`config.mk`:
```
export PLATFORM = sky130hd
export DESIGN_NAME = external_pin_interrupt_unit
export DESIGN_NICKNAME = d
export VERILOG_FILES = /design/src/external_pin_interrupt_unit.v /design/src/pin_sync.v
export VERILOG_INCLUDE_DIRS = /design/src
export SDC_FILE = /design/constraint.sdc
export NUM_CORES = 1
export LEC_CHECK = 0
export ABC_AREA = 0
export BUFFER_PORTS_ARGS = -buffer_cell sky130_fd_sc_hd__buf_2
export CELL_PAD_IN_SITES_DETAIL_PLACEMENT = 2
export CELL_PAD_IN_SITES_GLOBAL_PLACEMENT = 2
export CORE_UTILIZATION = 36
export CTS_CLUSTER_SIZE = 16
export DETAILED_ROUTE_END_ITERATION = 12
export GPL_ROUTABILITY_DRIVEN = 0
export PLACE_DENSITY_LB_ADDON = 0.1
export SYNTH_ARGS = -nofsm -noshare
export SYNTH_HDL_FRONTEND = slang
export SYNTH_HIERARCHICAL = 1
export SYNTH_SLANG_ARGS = --single-unit
```
`constraint.sdc`:
```
create_clock -name clk_in -period 1.5 [get_ports clk_in]
set_input_delay 0.3 -clock clk_in [delete_from_list [all_inputs] [get_ports clk_in]]
set_output_delay 0.3 -clock clk_in [all_outputs]
set_load 0.05 [all_outputs]
```
`src/ext_int_defines.vh`:
```
// Constants for the external pin interrupt unit
`ifndef EXT_INT_DEFINES_VH
`define EXT_INT_DEFINES_VH

// Data-space register addresses
`define ADDR_GROUP_FLAGS 8'h3b
`define ADDR_LINE_FLAGS 8'h3c
`define ADDR_LINE_ENABLES 8'h3d
`define ADDR_GROUP_ENABLES 8'h68
`define ADDR_SENSE_CONTROL 8'h69
`define ADDR_MASK_GROUP0 8'h6b
`define ADDR_MASK_GROUP1 8'h6c
`define ADDR_MASK_GROUP2 8'h6d

// I/O-instruction window
`define IO_OFFSET 8'h20
`define IO_LIMIT 8'h40

// Writable bit masks and register reset value
`define SENSE_BITS 8'h0f
`define LINE_BITS 8'h03
`define GROUP_BITS 8'h07
`define MASK1_BITS 8'h7f
`define REG_RESET 8'h00

// Sense field positions
`define LINE0_SENSE_LSB 0
`define LINE0_SENSE_MSB 1
`define LINE1_SENSE_LSB 2
`define LINE1_SENSE_MSB 3

// Sense field codes
`define SENSE_LOW 2'h0
`define SENSE_ANY 2'h1
`define SENSE_FALL 2'h2
`define SENSE_RISE 2'h3

// Pin-change group slices
`define GROUP0_LSB 0
`define GROUP0_MSB 7
`define GROUP1_LSB 8
`define GROUP1_MSB 15
`define GROUP2_LSB 16
`define GROUP2_MSB 23

// Input vector width: two dedicated lines plus 24 change lines
`define PIN_COUNT 26

`endif

```
`src/external_pin_interrupt_unit.v`:
```
// External pin and pin-change interrupt unit with its register port
`timescale 1ns/1ps
`default_nettype none
`include "ext_int_defines.vh"

module external_pin_interrupt_unit
(
	input wire clk_in,
	input wire reset_n_in,
	input wire [7:0] addr_in,
	input wire io_space_in,
	input wire write_en_in,
	input wire read_en_in,
	input wire [7:0] write_data_in,
	input wire global_enable_in,
	input wire line_zero_ack_in,
	input wire line_one_ack_in,
	input wire [2:0] group_ack_in,
	input wire external_line_zero_in,
	input wire external_line_one_in,
	input wire [23:0] pin_change_line_in,
	output reg [7:0] read_data_out,
	output reg line_zero_request_out,
	output reg line_one_request_out,
	output reg group0_request_out,
	output reg group1_request_out,
	output reg group2_request_out,
	output reg wake_out
);

////////////////////////////////////////////////////////////////////////
// Helpers

// I/O instructions see the low window shifted down
function [7:0] map_addr;
	input [7:0] a;
	input io;
	begin
		map_addr = io ? a + `IO_OFFSET : a;
	end
endfunction

// Edge-type match for one dedicated line; level mode never matches here
function line_event;
	input [1:0] mode;
	input cur;
	input prev;
	begin
		case (mode)
			`SENSE_ANY: line_event = cur ^ prev;
			`SENSE_FALL: line_event = prev & ~cur;
			`SENSE_RISE: line_event = cur & ~prev;
			default: line_event = 1'b0;
		endcase
	end
endfunction

////////////////////////////////////////////////////////////////////////
// Synchronised inputs

wire [`PIN_COUNT-1:0] pins_now;
wire [`PIN_COUNT-1:0] pins_prev;

// Stages reset low: a line high at release looks like a rise
// Pin direction is not looked at, so output-driven pins still trigger
pin_sync #(.WIDTH(`PIN_COUNT)) u_sync
(
	.clk_in(clk_in),
	.reset_n_in(reset_n_in),
	.pins_in({external_line_one_in, external_line_zero_in, pin_change_line_in}),
	.now_out(pins_now),
	.prev_out(pins_prev)
);

wire [1:0] line_now = pins_now[25:24];
wire [1:0] line_prev = pins_prev[25:24];
wire [23:0] pc_now = pins_now[23:0];
wire [23:0] pc_prev = pins_prev[23:0];

////////////////////////////////////////////////////////////////////////
// Registers

reg [7:0] sense_control_reg;
reg [7:0] line_enables_reg;
reg [7:0] line_flags_reg;
reg [7:0] group_enables_reg;
reg [7:0] group_flags_reg;
reg [7:0] mask_group0_reg;
reg [7:0] mask_group1_reg;
reg [7:0] mask_group2_reg;

reg [7:0] line_flags_next;
reg [7:0] group_flags_next;
reg [7:0] read_data_next;

// Address decode
wire [7:0] eff_addr = map_addr(addr_in, io_space_in);
// Extended registers at 0x60 and up are reachable only from data space
wire access_ok = !io_space_in || (addr_in < `IO_LIMIT);
wire wr = write_en_in && access_ok;
wire rd = read_en_in && access_ok;

wire hit_group_flags = (eff_addr == `ADDR_GROUP_FLAGS);
wire hit_line_flags = (eff_addr == `ADDR_LINE_FLAGS);
wire hit_line_enables = (eff_addr == `ADDR_LINE_ENABLES);
wire hit_group_enables = (eff_addr == `ADDR_GROUP_ENABLES);
wire hit_sense = (eff_addr == `ADDR_SENSE_CONTROL);
wire hit_mask0 = (eff_addr == `ADDR_MASK_GROUP0);
wire hit_mask1 = (eff_addr == `ADDR_MASK_GROUP1);
wire hit_mask2 = (eff_addr == `ADDR_MASK_GROUP2);

////////////////////////////////////////////////////////////////////////
// Dedicated line detection

wire [1:0] sense0 = sense_control_reg[`LINE0_SENSE_MSB:`LINE0_SENSE_LSB];
wire [1:0] sense1 = sense_control_reg[`LINE1_SENSE_MSB:`LINE1_SENSE_LSB];
wire [1:0] level_mode;
wire [1:0] line_set;
wire [1:0] line_clr;
wire [1:0] level_active;

assign level_mode[0] = (sense0 == `SENSE_LOW);
assign level_mode[1] = (sense1 == `SENSE_LOW);

// A pulse longer than one clock shows up in two successive samples
assign line_set[0] = line_event(sense0, line_now[0], line_prev[0]);
assign line_set[1] = line_event(sense1, line_now[1], line_prev[1]);

// Vector entry or a one written clears; a zero written leaves the flag
assign line_clr[0] = line_zero_ack_in || (wr && hit_line_flags && write_data_in[0]);
assign line_clr[1] = line_one_ack_in || (wr && hit_line_flags && write_data_in[1]);

// Low level is seen while the line sits low, no edge involved
assign level_active = level_mode & ~line_now;

always @*
begin
	line_flags_next = `REG_RESET;
	// Set beats clear so an edge in the clearing cycle survives
	line_flags_next[1:0] = (line_flags_reg[1:0] & ~line_clr) | line_set;
	// Level mode keeps the flag cleared
	line_flags_next[1:0] = line_flags_next[1:0] & ~level_mode;
end

////////////////////////////////////////////////////////////////////////
// Pin-change group detection

wire [23:0] pc_toggle = pc_now ^ pc_prev;
wire [7:0] g0_lines = pc_toggle[`GROUP0_MSB:`GROUP0_LSB] & mask_group0_reg;
// Line 15 has no mask bit, so group one sees only 14:8
wire [7:0] g1_lines = pc_toggle[`GROUP1_MSB:`GROUP1_LSB] & mask_group1_reg;
wire [7:0] g2_lines = pc_toggle[`GROUP2_MSB:`GROUP2_LSB] & mask_group2_reg;
wire [2:0] group_set;
wire [2:0] group_clr;

// A line counts only with its mask bit and its group enable
assign group_set[0] = (|g0_lines) && group_enables_reg[0];
assign group_set[1] = (|g1_lines) && group_enables_reg[1];
assign group_set[2] = (|g2_lines) && group_enables_reg[2];

// Vector entry and a one written both clear; set still wins below
assign group_clr = group_ack_in | ({3{wr && hit_group_flags}} & write_data_in[2:0]);

always @*
begin
	group_flags_next = `REG_RESET;
	group_flags_next[2:0] = (group_flags_reg[2:0] & ~group_clr) | group_set;
end

////////////////////////////////////////////////////////////////////////
// Read data

// Refused, unmapped or idle reads return zero
always @*
begin
	read_data_next = `REG_RESET;
	if (rd)
	begin
		case (eff_addr)
			`ADDR_GROUP_FLAGS: read_data_next = group_flags_reg;
			// Mode just switched to level: hide the stale flag
			`ADDR_LINE_FLAGS: read_data_next = line_flags_reg & ~{6'h00, level_mode};
			`ADDR_LINE_ENABLES: read_data_next = line_enables_reg;
			`ADDR_GROUP_ENABLES: read_data_next = group_enables_reg;
			`ADDR_SENSE_CONTROL: read_data_next = sense_control_reg;
			`ADDR_MASK_GROUP0: read_data_next = mask_group0_reg;
			`ADDR_MASK_GROUP1: read_data_next = mask_group1_reg;
			`ADDR_MASK_GROUP2: read_data_next = mask_group2_reg;
			default: read_data_next = `REG_RESET;
		endcase
	end
end

////////////////////////////////////////////////////////////////////////
// Control registers

always @(posedge clk_in or negedge reset_n_in)
begin
	if (!reset_n_in)
	begin
		sense_control_reg <= `REG_RESET;
		line_enables_reg <= `REG_RESET;
		group_enables_reg <= `REG_RESET;
		mask_group0_reg <= `REG_RESET;
		mask_group1_reg <= `REG_RESET;
		mask_group2_reg <= `REG_RESET;
		line_flags_reg <= `REG_RESET;
		group_flags_reg <= `REG_RESET;
		read_data_out <= `REG_RESET;
	end
	else
	begin
		if (wr && hit_sense)
		begin
			sense_control_reg <= write_data_in & `SENSE_BITS;
		end
		if (wr && hit_line_enables)
		begin
			line_enables_reg <= write_data_in & `LINE_BITS;
		end
		if (wr && hit_group_enables)
		begin
			group_enables_reg <= write_data_in & `GROUP_BITS;
		end
		if (wr && hit_mask0)
		begin
			mask_group0_reg <= write_data_in;
		end
		if (wr && hit_mask1)
		begin
			mask_group1_reg <= write_data_in & `MASK1_BITS;
		end
		if (wr && hit_mask2)
		begin
			mask_group2_reg <= write_data_in;
		end
		line_flags_reg <= line_flags_next;
		group_flags_reg <= group_flags_next;
		read_data_out <= read_data_next;
	end
end

////////////////////////////////////////////////////////////////////////
// Requests to the core and wake

always @(posedge clk_in or negedge reset_n_in)
begin
	if (!reset_n_in)
	begin
		line_zero_request_out <= 1'b0;
		line_one_request_out <= 1'b0;
		group0_request_out <= 1'b0;
		group1_request_out <= 1'b0;
		group2_request_out <= 1'b0;
		wake_out <= 1'b0;
	end
	else
	begin
		// Taken from next-flag so flag and request rise on one edge
		// Level mode drives the request from the line, edge modes from the flag
		line_zero_request_out <= global_enable_in && line_enables_reg[0] &&
			(level_active[0] || line_flags_next[0]);
		line_one_request_out <= global_enable_in && line_enables_reg[1] &&
			(level_active[1] || line_flags_next[1]);
		group0_request_out <= global_enable_in && group_enables_reg[0] &&
			group_flags_next[0];
		group1_request_out <= global_enable_in && group_enables_reg[1] &&
			group_flags_next[1];
		group2_request_out <= global_enable_in && group_enables_reg[2] &&
			group_flags_next[2];
		// Wake ignores the global enable; only the local enables matter.
		// Limitation: still sampled, so a truly stopped clock needs a pad latch.
		wake_out <= (|group_set) || (|(level_active & line_enables_reg[1:0]));
	end
end

endmodule

`default_nettype wire

```
`src/pin_sync.v`:
```
// Two-stage synchroniser with one extra history stage for edge detection
`timescale 1ns/1ps
`default_nettype none

module pin_sync
#(
	parameter WIDTH = 26
)
(
	input wire clk_in,
	input wire reset_n_in,
	input wire [WIDTH-1:0] pins_in,
	output wire [WIDTH-1:0] now_out,
	output wire [WIDTH-1:0] prev_out
);

reg [WIDTH-1:0] meta_reg;
reg [WIDTH-1:0] sync_reg;
reg [WIDTH-1:0] hist_reg;

// Stage one is read only by stage two; the history stage feeds edge logic
always @(posedge clk_in or negedge reset_n_in)
begin
	if (!reset_n_in)
	begin
		meta_reg <= {WIDTH{1'b0}};
		sync_reg <= {WIDTH{1'b0}};
		hist_reg <= {WIDTH{1'b0}};
	end
	else
	begin
		meta_reg <= pins_in;
		sync_reg <= meta_reg;
		hist_reg <= sync_reg;
	end
end

assign now_out = sync_reg;
assign prev_out = hist_reg;

endmodule

`default_nettype wire

```
==> summary.md, run 1 <==
| Metric | Value |
|---|---|
| Status | `finished with violations` |
| Violated checks | `setup timing` |
| Fin. max-slew vios | `0` |
| Die height | `approximately 120 microns` |
| Worst reg-to-reg path cell count | `5` |
| Total Nets Final | `554` |
| Kind of end point of the critical path | `flip-flop` |
| Critical Path AT | `2.12 ns` |
| Max Cap Viol | `0` |
| Critical Path End | `sense_control_reg[1]$_DFFE_PN0P_` |
| Routed WL per cell | `between 20 and 25 microns` |
| Vias in the first global route | `between 3k and 4k` |
| Final setup viols | `41` |
| # diodes | `0` |
| Final Hold Fails | `0` |
| Clock slew at reported path FFs | `about 0.06 ns` |
| R2r endpoint | `group_flags_reg[1]$_DFF_PN0_` |
| Final ANT Viol Nets | `0` |
| Reg2reg start | `u_sync/prev_out[9]$_DFF_PN0_` |
| Layout area overhead | `40.92%` |
| Clock Sinks | `around 130` |
| Fmax | `~0.55 GHz` |
| CP Launch Type | `primary input` |
| Row count | `42` |
| Clock Tree Buf Depth | `2` |
| Num CTS Buffers | `17` |
| H-tree Lvls | `4` |
| Crit-path max FO | `5` |
| Syn Nets | `approximately 400` |
| Max VDD drop | `between 0.9 and 1 mV` |
| Yosys Warn Count | `6` |
| Tightest Pin Transition | `about 0.42 ns` |
| CORE AREA | `between 0.01 and 0.015 sq mm` |
| Layout cells sized above 1 | `42.44%` |
| Pwr/cell area | `approximately 1300 mW/mm^2` |
| Post-route DRC violation count | `0` |
| RSZ-0062 raised after global routing | `true` |
| Initial DRC count | `97` |
| Post-Syn Area | `between 0.004 and 0.005 sq mm` |
| Crit path kind | `in -> reg` |
| Die area | `between 0.01 and 0.015 sq mm` |
| Pleak | `between 3 and 4 nW` |
| Post-Syn Instances | `around 330` |
| Critical path required time | `around 1.8 ns` |
| IO Pins | `67` |
| CTS tree | `built` |
| Initial Utilization | `about 37%` |
| Syn avg cell area | `14.67 sq um` |
| GRT Overall Usage | `21.77%` |
| Worst Skew | `about 0.0086 ns` |
| Post-route setup slack | `-0.3226 ns` |
| HPWL Detailed | `9243 microns` |
| First-pass GRT wire length | `about 22000 microns` |
| Port buffer count | `65` |
| Hold WC Path Type | `in -> reg` |
| Pre-CTS setup slack | `-0.8749 ns` |
| Worst skew pair latency | `around 0.42 ns` |
| First-pass iteration count of the detailed router | `4` |
| Worst reg2reg setup slack | `-0.23 ns` |
| Die width | `roughly 120 microns` |
| Part of the cycle the worst path needs | `121.5%` |
| Final wirelength | `13780 microns` |
| Root Buffer Master | `clkbuf_16` |
| Initial antenna violation count | `0` |
| Grt ovf | `0` |
| CP Launch Point | `addr_in[6]` |
| DR vias/cell | `4.877` |
| Slew headroom | `between 70% and 80%` |
| Vias | `~3.3k` |
| Final Power | `roughly 8.7 mW` |
| Fin crit period | `roughly 1.8 ns` |
| Largest net degree at the start of global routing | `50` |
[worst min path at each step]
stage	from	endpoint	slack, ns	depth (start not counted)
after floorplan	reset_n_in	group0_request_out$_DFF_PN0_	0.004	0
after global placement	reset_n_in	u_sync/prev_out[18]$_DFF_PN0_	0.14	1
after detailed placement	reset_n_in	u_sync/prev_out[17]$_DFF_PN0_	0.14	1
after CTS	write_data_in[7]	mask_group2_reg[7]$_DFFE_PN0P_	0.16	2
after global routing	write_data_in[7]	mask_group0_reg[7]$_DFFE_PN0P_	0.16	2
final	write_data_in[7]	mask_group0_reg[7]$_DFFE_PN0P_	0.17	2
[what timing repair did]
item | in CTS | in global routing
resized for setup | 12 | 8
setup buffers | 1 | 1
pin swaps | 7 | 3
hold endpoints to repair | 151 | 0
setup endpoints to repair | 50 | 50
hold buffers | 26 | 0
[cell type report]
class,count,area (sq um)
repair buffers,150,1117
flip-flops and latches,126,3153
inverters,16,60.06
clock buffers,20,446.7
well taps,176,220.2
fillers,1277,6336
clock inverters,12,183.9
multi-input cells,185,1725
[placed cells by master, fill, tap and decap left out, drive strengths merged, types with 5 or more instances in the layout]
master	instances
and3	5
mux2	33
ha	5
a21oi	9
o21ai	6
dfrtp	126
inv	18
nand2b	6
nand2	8
dlygate4sd3	26
nor2	13
nor2b	6
buf	124
clkbuf	20
a22oi	13
xor2	23
[routing by layer]
layer	part of all wire, %	routed length (microns)	vias to the layer above	GRT usage (%)
met5	0	0	-	0
li1	-	-	1520	-
met1	41	5643	1727	25.07
met3	3.0	413	23	4.971
met2	54	7432	71	39.07
met4	2.1	287	0	8.307
[report_power, final]
| part | switching (mW) | total, mW | internal (mW) |
|---|---|---|---|
| Sequential | 0.0828 | 3.62 | 3.54 |
| Combinational | 0.328 | 0.651 | 0.323 |
| Clock | 1.55 | 4.38 | 2.84 |
[critical path, stage by stage]
cell and delay, ns:
buf_8 0.10, ha_4 0.15, or4b_4 0.51, a211oi_4 0.24, and2_4 0.34, nand3_4 0.15, mux2_4 0.32
[stage by stage]
stage | hold slack (ns) | std cells | cell area [sq um] | setup TNS (ns) | utilization (%)
finish | 0.1717 | 685 | 6907 | -10.79 | 52.15
global route | 0.1605 | 685 | 6907 | -13.25 | 52.15
CTS | 0.1576 | 684 | 6868 | -10.10 | 51.86
detailed placement | 0.1381 | 625 | 5922 | -36.98 | 44.72
global placement | 0.1389 | 625 | 5922 | -34.50 | 44.72
floorplan | 0.004409 | 334 | 4959 | -21.86 | -
Note: power is estimated with default switching activity, not from simulation.
==> run 2, diff against run 1 <==
GPL_TIMING_DRIVEN = 0   (was default)
==> summary.md, run 2 (same netlist as run 1, synthesis figures left out) <==
| Metric | Value |
|---|---|
| Status | `finished with violations` |
| Violated checks | `setup timing` |
| Die height | `118.7 microns` |
| Initial antenna violation count | `0` |
| Critical path required time | `1.81 ns` |
| Multi-input gate area | `around 0.0018 sq mm` |
| Finished Cell Area | `about 0.0065 sq mm` |
| # diodes | `0` |
| Pleak | `slightly above 3 nW` |
| Worst reg-to-reg path cell count | `4` |
| Post-route DRC violation count | `0` |
| Clock slew at reported path FFs | `approximately 0.060 ns` |
| Vias in the first global route | `3684` |
| Clock Tree Buf Depth | `2` |
| Port buffer count | `64` |
| Tightest Pin Transition | `around 0.71 ns` |
| Crit path kind | `in -> reg` |
| Max VDD drop | `0.8354 mV` |
| Slew headroom | `around 53%` |
| Crit-path max FO | `5` |
| Most frequent cells in the layout | `dfrtp_1, buf_2, dlygate4sd3_1, xor2_1, mux2_4` |
| Reg area | `between 0.003 and 0.004 sq mm` |
| FILL cells | `between 1k and 1.5k` |
| Post-route setup slack | `-0.2884 ns` |
| Part of the cycle the worst path needs | `119.2%` |
| Hold_sp | `write_data_in[7]` |
| Cell Area, Placed | `~0.0055 sq mm` |
| RSZ-0062 raised after global routing | `true` |
| IO Pins | `67` |
| Hold path cells | `2` |
| Fin crit period | `1.788 ns` |
| Kind of end point of the critical path | `flip-flop` |
| CP Launch Type | `primary input` |
| DR vias/cell | `5.022` |
| Worst min-delay path endpoint | `mask_group2_reg[7]$_DFFE_PN0P_` |
| Initial DRC count | `about 120` |
| Root Buffer Master | `clkbuf_16` |
| Layout area overhead | `33.16%` |
| Clock Sinks | `about 130` |
| Largest net degree at the start of global routing | `72` |
| Fin. max-slew vios | `0` |
| H-tree Lvls | `4` |
| Fmax | `around 0.56 GHz` |
| Routed WL per cell | `19.42 microns` |
| Row count | `42` |
| Reg2reg start | `u_sync/now_out[9]$_DFF_PN0_` |
| Initial Utilization | `between 30% and 40%` |
| First-pass GRT wire length | `around 20000 microns` |
| Total Nets Final | `between 500 and 600` |
| CORE AREA | `approximately 0.013 sq mm` |
| CTS tree | `built` |
| Worst reg2reg setup slack | `-0.17 ns` |
| Die width | `118.7 microns` |
| Vias | `roughly 3.2k` |
| Commonest non-fill, non-tap cell in the layout | `dfrtp_1` |
| Critical Path AT | `between 2 and 2.5 ns` |
| Setup TNS | `-10.30 ns` |
| Final Hold Fails | `0` |
| Grt ovf | `0` |
| Worst Skew | `about 0.0057 ns` |
| GRT Overall Usage | `19.83%` |
| HPWL Detailed | `just over 8000 microns` |
| Max Cap Viol | `0` |
| Layout cells sized above 1 | `a little under two fifths` |
| Pwr/cell area | `roughly 1300 mW/mm^2` |
| Num CTS Buffers | `17` |
| R2r endpoint | `wake_out$_DFF_PN0_` |
| Hold WC Path Type | `in -> reg` |
| Worst skew pair latency | `approximately 0.42 ns` |
| Final setup viols | `50` |
| Pre-CTS setup slack | `-0.9757 ns` |
| Final wirelength | `between 10000 and 15000 microns` |
| First-pass iteration count of the detailed router | `4` |
| Die area | `about 0.014 sq mm` |
| Final ANT Viol Nets | `0` |
-- run 2: worst max-delay path: stages --
cell	delay (ns)
buf_8	0.10
ha_4	0.15
or4b_4	0.50
a211oi_4	0.25
and2_4	0.19
buf_12	0.15
nand3_4	0.12
mux2_4	0.32
-- run 2: layout make-up --
cell class | instances | share of cell area (%)
multi-input combinational | 185 | 26.86
clock inverter | 9 | 1.649
buffer | 7 | 1.169
inverter | 16 | 0.9202
tap | 176 | 3.374
timing repair buffer | 96 | 10.24
sequential | 126 | 48.31
clock buffer | 23 | 7.477
-- run 2: repair_timing --
action,in CTS,in global routing
hold endpoints to repair,80,0
buffers inserted,5,0
pin swaps,10,0
hold buffers,26,0
setup endpoints to repair,48,51
gates resized for setup,22,1
-- run 2: worst max-delay path by stage --
| stage | start | to | slack (ns) | cells after the start |
|---|---|---|---|---|
| detailed placement | addr_in[5] | sense_control_reg[1]$_DFFE_PN0P_ | -0.98 | 8 |
| floorplan | addr_in[5] | sense_control_reg[0]$_DFFE_PN0P_ | -0.61 | 7 |
| finish | addr_in[6] | sense_control_reg[1]$_DFFE_PN0P_ | -0.29 | 8 |
| global placement | reset_n_in | u_sync/meta_reg[4]$_DFF_PN0_ | -1.51 | 1 |
| global route | addr_in[6] | sense_control_reg[3]$_DFFE_PN0P_ | -0.33 | 8 |
| CTS | addr_in[6] | sense_control_reg[1]$_DFFE_PN0P_ | -0.27 | 8 |
-- run 2: routing by layer --
metal	wire length (microns)	share of wire (%)	global-route usage, %	vias to the layer above
li1	-	-	-	1422
met3	382	3.1	4.633	22
met4	304	2.5	9.573	0
met2	6431	52	33.33	64
met5	0	0	0	-
met1	5269	43	23.91	1696
-- run 2: power by group --
group | internal (mW) | total, mW | switching, mW
Combinational | 0.246 | 0.523 | 0.277
Clock | 2.62 | 4.10 | 1.48
Sequential | 3.54 | 3.64 | 0.0957
Total | 6.41 | 8.26 | 1.85
-- run 2: through the flow --
stage	total power, mW	hold slack [ns]	cells	util [%]
after global routing	8.573	0.1324	638	49.28
after CTS	8.402	0.1091	638	49.27
after global placement	4.111	0.3320	574	41.52
after detailed placement	4.147	0.3026	575	41.78
final	8.261	0.1370	638	49.28
after floorplan	3.879	0.004409	334	-
==> run 3, diff against run 2 <==
BUFFER_PORTS_ARGS = -buffer_cell sky130_fd_sc_hd__clkbuf_2   (was -buffer_cell sky130_fd_sc_hd__buf_2)
==> summary.md, run 3 (same netlist as run 1, synthesis figures left out) <==
| Metric | Value |
|---|---|
| Layout cells sized above 1 | `about 39%` |
| Row count | `42` |
| Fin. max-slew vios | `0` |
| First-pass GRT wire length | `roughly 20000 microns` |
| HPWL Detailed | `between 8000 and 9000 microns` |
| Seq pwr share | `43.4%` |
| Worst Skew | `0.003824 ns` |
| Clock power frac | `between 50% and 60%` |
| CORE AREA | `0.01324 sq mm` |
| Critical Path AT | `2.13 ns` |
| Critical path required time | `between 1.5 and 2 ns` |
| Reg2reg start | `u_sync/now_out[22]$_DFF_PN0_` |
| Die area | `roughly 0.014 sq mm` |
| Vias | `roughly 3.2k` |
| Crit path kind | `in -> reg` |
| Fin crit period | `about 1.8 ns` |
| Final wirelength | `approximately 13000 microns` |
| Die height | `118.7 microns` |
| Final ANT Viol Nets | `0` |
| Worst skew pair latency | `0.42 ns` |
| CTS tree | `built` |
| Most frequent cells in the layout | `dfrtp_1, clkbuf_2, dlygate4sd3_1, xor2_1, mux2_4` |
| Num CTS Buffers | `17` |
| Int Power | `about 6.4 mW` |
| Post-route DRC violation count | `0` |
| Multi-input gate area | `0.001784 sq mm` |
| Hold_sp | `write_data_in[7]` |
| Cell Area, Placed | `roughly 0.0055 sq mm` |
| Clock slew at reported path FFs | `approximately 0.06 ns` |
| Largest net degree at the start of global routing | `just over 70` |
| Fin util | `between 50% and 60%` |
| RSZ-0062 raised after global routing | `true` |
| Slew headroom | `roughly 70%` |
| Max Cap Viol | `0` |
| Worst min-delay path endpoint | `mask_group2_reg[7]$_DFFE_PN0P_` |
| Initial antenna violation count | `0` |
| Worst reg2reg setup slack | `-0.14 ns` |
| Root Buffer Master | `clkbuf_16` |
| Reg area | `between 0.003 and 0.004 sq mm` |
| Routed WL per cell | `roughly 20 microns` |
| Part of the cycle the worst path needs | `122.1%` |
| Status | `finished with violations` |
| Die width | `roughly 120 microns` |
| Tightest Pin Transition | `0.4652 ns` |
| Critical Path, Cell by Cell | `buf_8 -> ha_4 -> or4b_4 -> a211oi_4 -> and2_4 -> buf_12 -> nand3_4 -> mux2_4` |
| Final setup viols | `43` |
| Buf/Inv on CP | `2` |
| DR vias/cell | `~5` |
| # diodes | `0` |
| Hold WC Path Type | `in -> reg` |
| Hold path cells | `2` |
| Sw Ratio | `a little under a quarter` |
| CP Launch Type | `primary input` |
| IO Pins | `67` |
| Fmax | `0.5460 GHz` |
| Initial DRC count | `133` |
| Fin Hold WS | `around 0.16 ns` |
| R2r endpoint | `wake_out$_DFF_PN0_` |
| Final Power | `roughly 8.4 mW` |
| H-tree Lvls | `4` |
| Max VDD drop | `1.107 mV` |
| Clock Sinks | `126` |
| Switching pwr | `~1.9 mW` |
| Commonest non-fill, non-tap cell in the layout | `dfrtp_1` |
| CP peak stage delay | `approximately 0.50 ns` |
| Crit-path max FO | `5` |
| Pwr/cell area | `1265 mW/mm^2` |
| Layout area overhead | `35.13%` |
| Slowest stage cell on the critical path | `or4b_4` |
| Initial Utilization | `a little under two fifths` |
| Grt ovf | `0` |
| Port buffer count | `64` |
| Vias in the first global route | `around 3.7k` |
| Finished Cell Area | `0.006623 sq mm` |
| Total Nets Final | `roughly 510` |
| Violated checks | `setup timing` |
| First-pass iteration count of the detailed router | `6` |
| FILL cells | `around 1.3k` |
| CP delay by family, top | `simple AND/OR/NAND/NOR gates` |
| Final Hold Fails | `0` |
| Post-route setup slack | `-0.3315 ns` |
| GRT Overall Usage | `between 20% and 30%` |
| Proportion of power drawn by combinational gates | `between 6 and 7%` |
| Pleak | `between 3 and 4 nW` |
| Kind of end point of the critical path | `flip-flop` |
| Worst reg-to-reg path cell count | `4` |
| Clock Tree Buf Depth | `2` |
## run 3: layout make-up
cell class / instances / share of cell area (%)
repair buffers: 102 / 10.86
plain buffers: 7 / 1.152
well taps: 176 / 3.325
inverters: 16 / 0.9069
clock inverters: 15 / 2.777
flip-flops and latches: 126 / 47.61
clock buffers: 17 / 6.424
multi-input cells: 185 / 26.94
## run 3: per-layer routing
metal,up-vias,share of wire (%),global-route usage (%)
li1,1436,-,-
met1,1692,42,23.88
met2,61,53,34.98
met3,17,3.2,4.537
met4,0,1.7,8.070
met5,-,0,0
## run 3: power by group through the flow
| stage | sequential [mW] | combinational (mW) | clock (mW) |
|---|---|---|---|
| detailed placement | 3.70 | 0.451 | 0 |
| global route | 3.66 | 0.602 | 4.43 |
| floorplan | 3.67 | 0.209 | 0 |
| finish | 3.64 | 0.546 | 4.19 |
| global placement | 3.69 | 0.422 | 0 |
| CTS | 3.64 | 0.540 | 4.33 |
## run 3: per-stage QoR
step           TNS, ns  cells  setup WS, ns
2_1_floorplan   -21.86    334       -0.6125
3_3_place_gp   -268.91    574        -1.831
3_5_place_dp    -40.32    575       -0.9784
4_1_cts         -10.80    640       -0.3401
5_1_grt         -12.79    644       -0.3764
6_report        -10.70    644       -0.3315
## run 3: worst max-delay path by stage
stage,start,to,slack (ns),depth (start not counted)
after floorplan,addr_in[5],sense_control_reg[0]$_DFFE_PN0P_,-0.61,7
after global placement,reset_n_in,u_sync/meta_reg[3]$_DFF_PN0_,-1.83,1
after detailed placement,addr_in[5],sense_control_reg[1]$_DFFE_PN0P_,-0.98,8
after CTS,addr_in[6],sense_control_reg[1]$_DFFE_PN0P_,-0.34,8
after global routing,addr_in[6],sense_control_reg[1]$_DFFE_PN0P_,-0.38,8
final,addr_in[6],sense_control_reg[1]$_DFFE_PN0P_,-0.33,8
## run 3: repair_timing
| item | 4_1_cts | 5_1_grt |
|---|---|---|
| pin swaps | 12 | 7 |
| hold buffers | 26 | 0 |
| endpoints found under the setup margin | 48 | 48 |
| setup buffers | 7 | 5 |
| gates resized for setup | 21 | 10 |
| endpoints found under the hold margin | 80 | 0 |
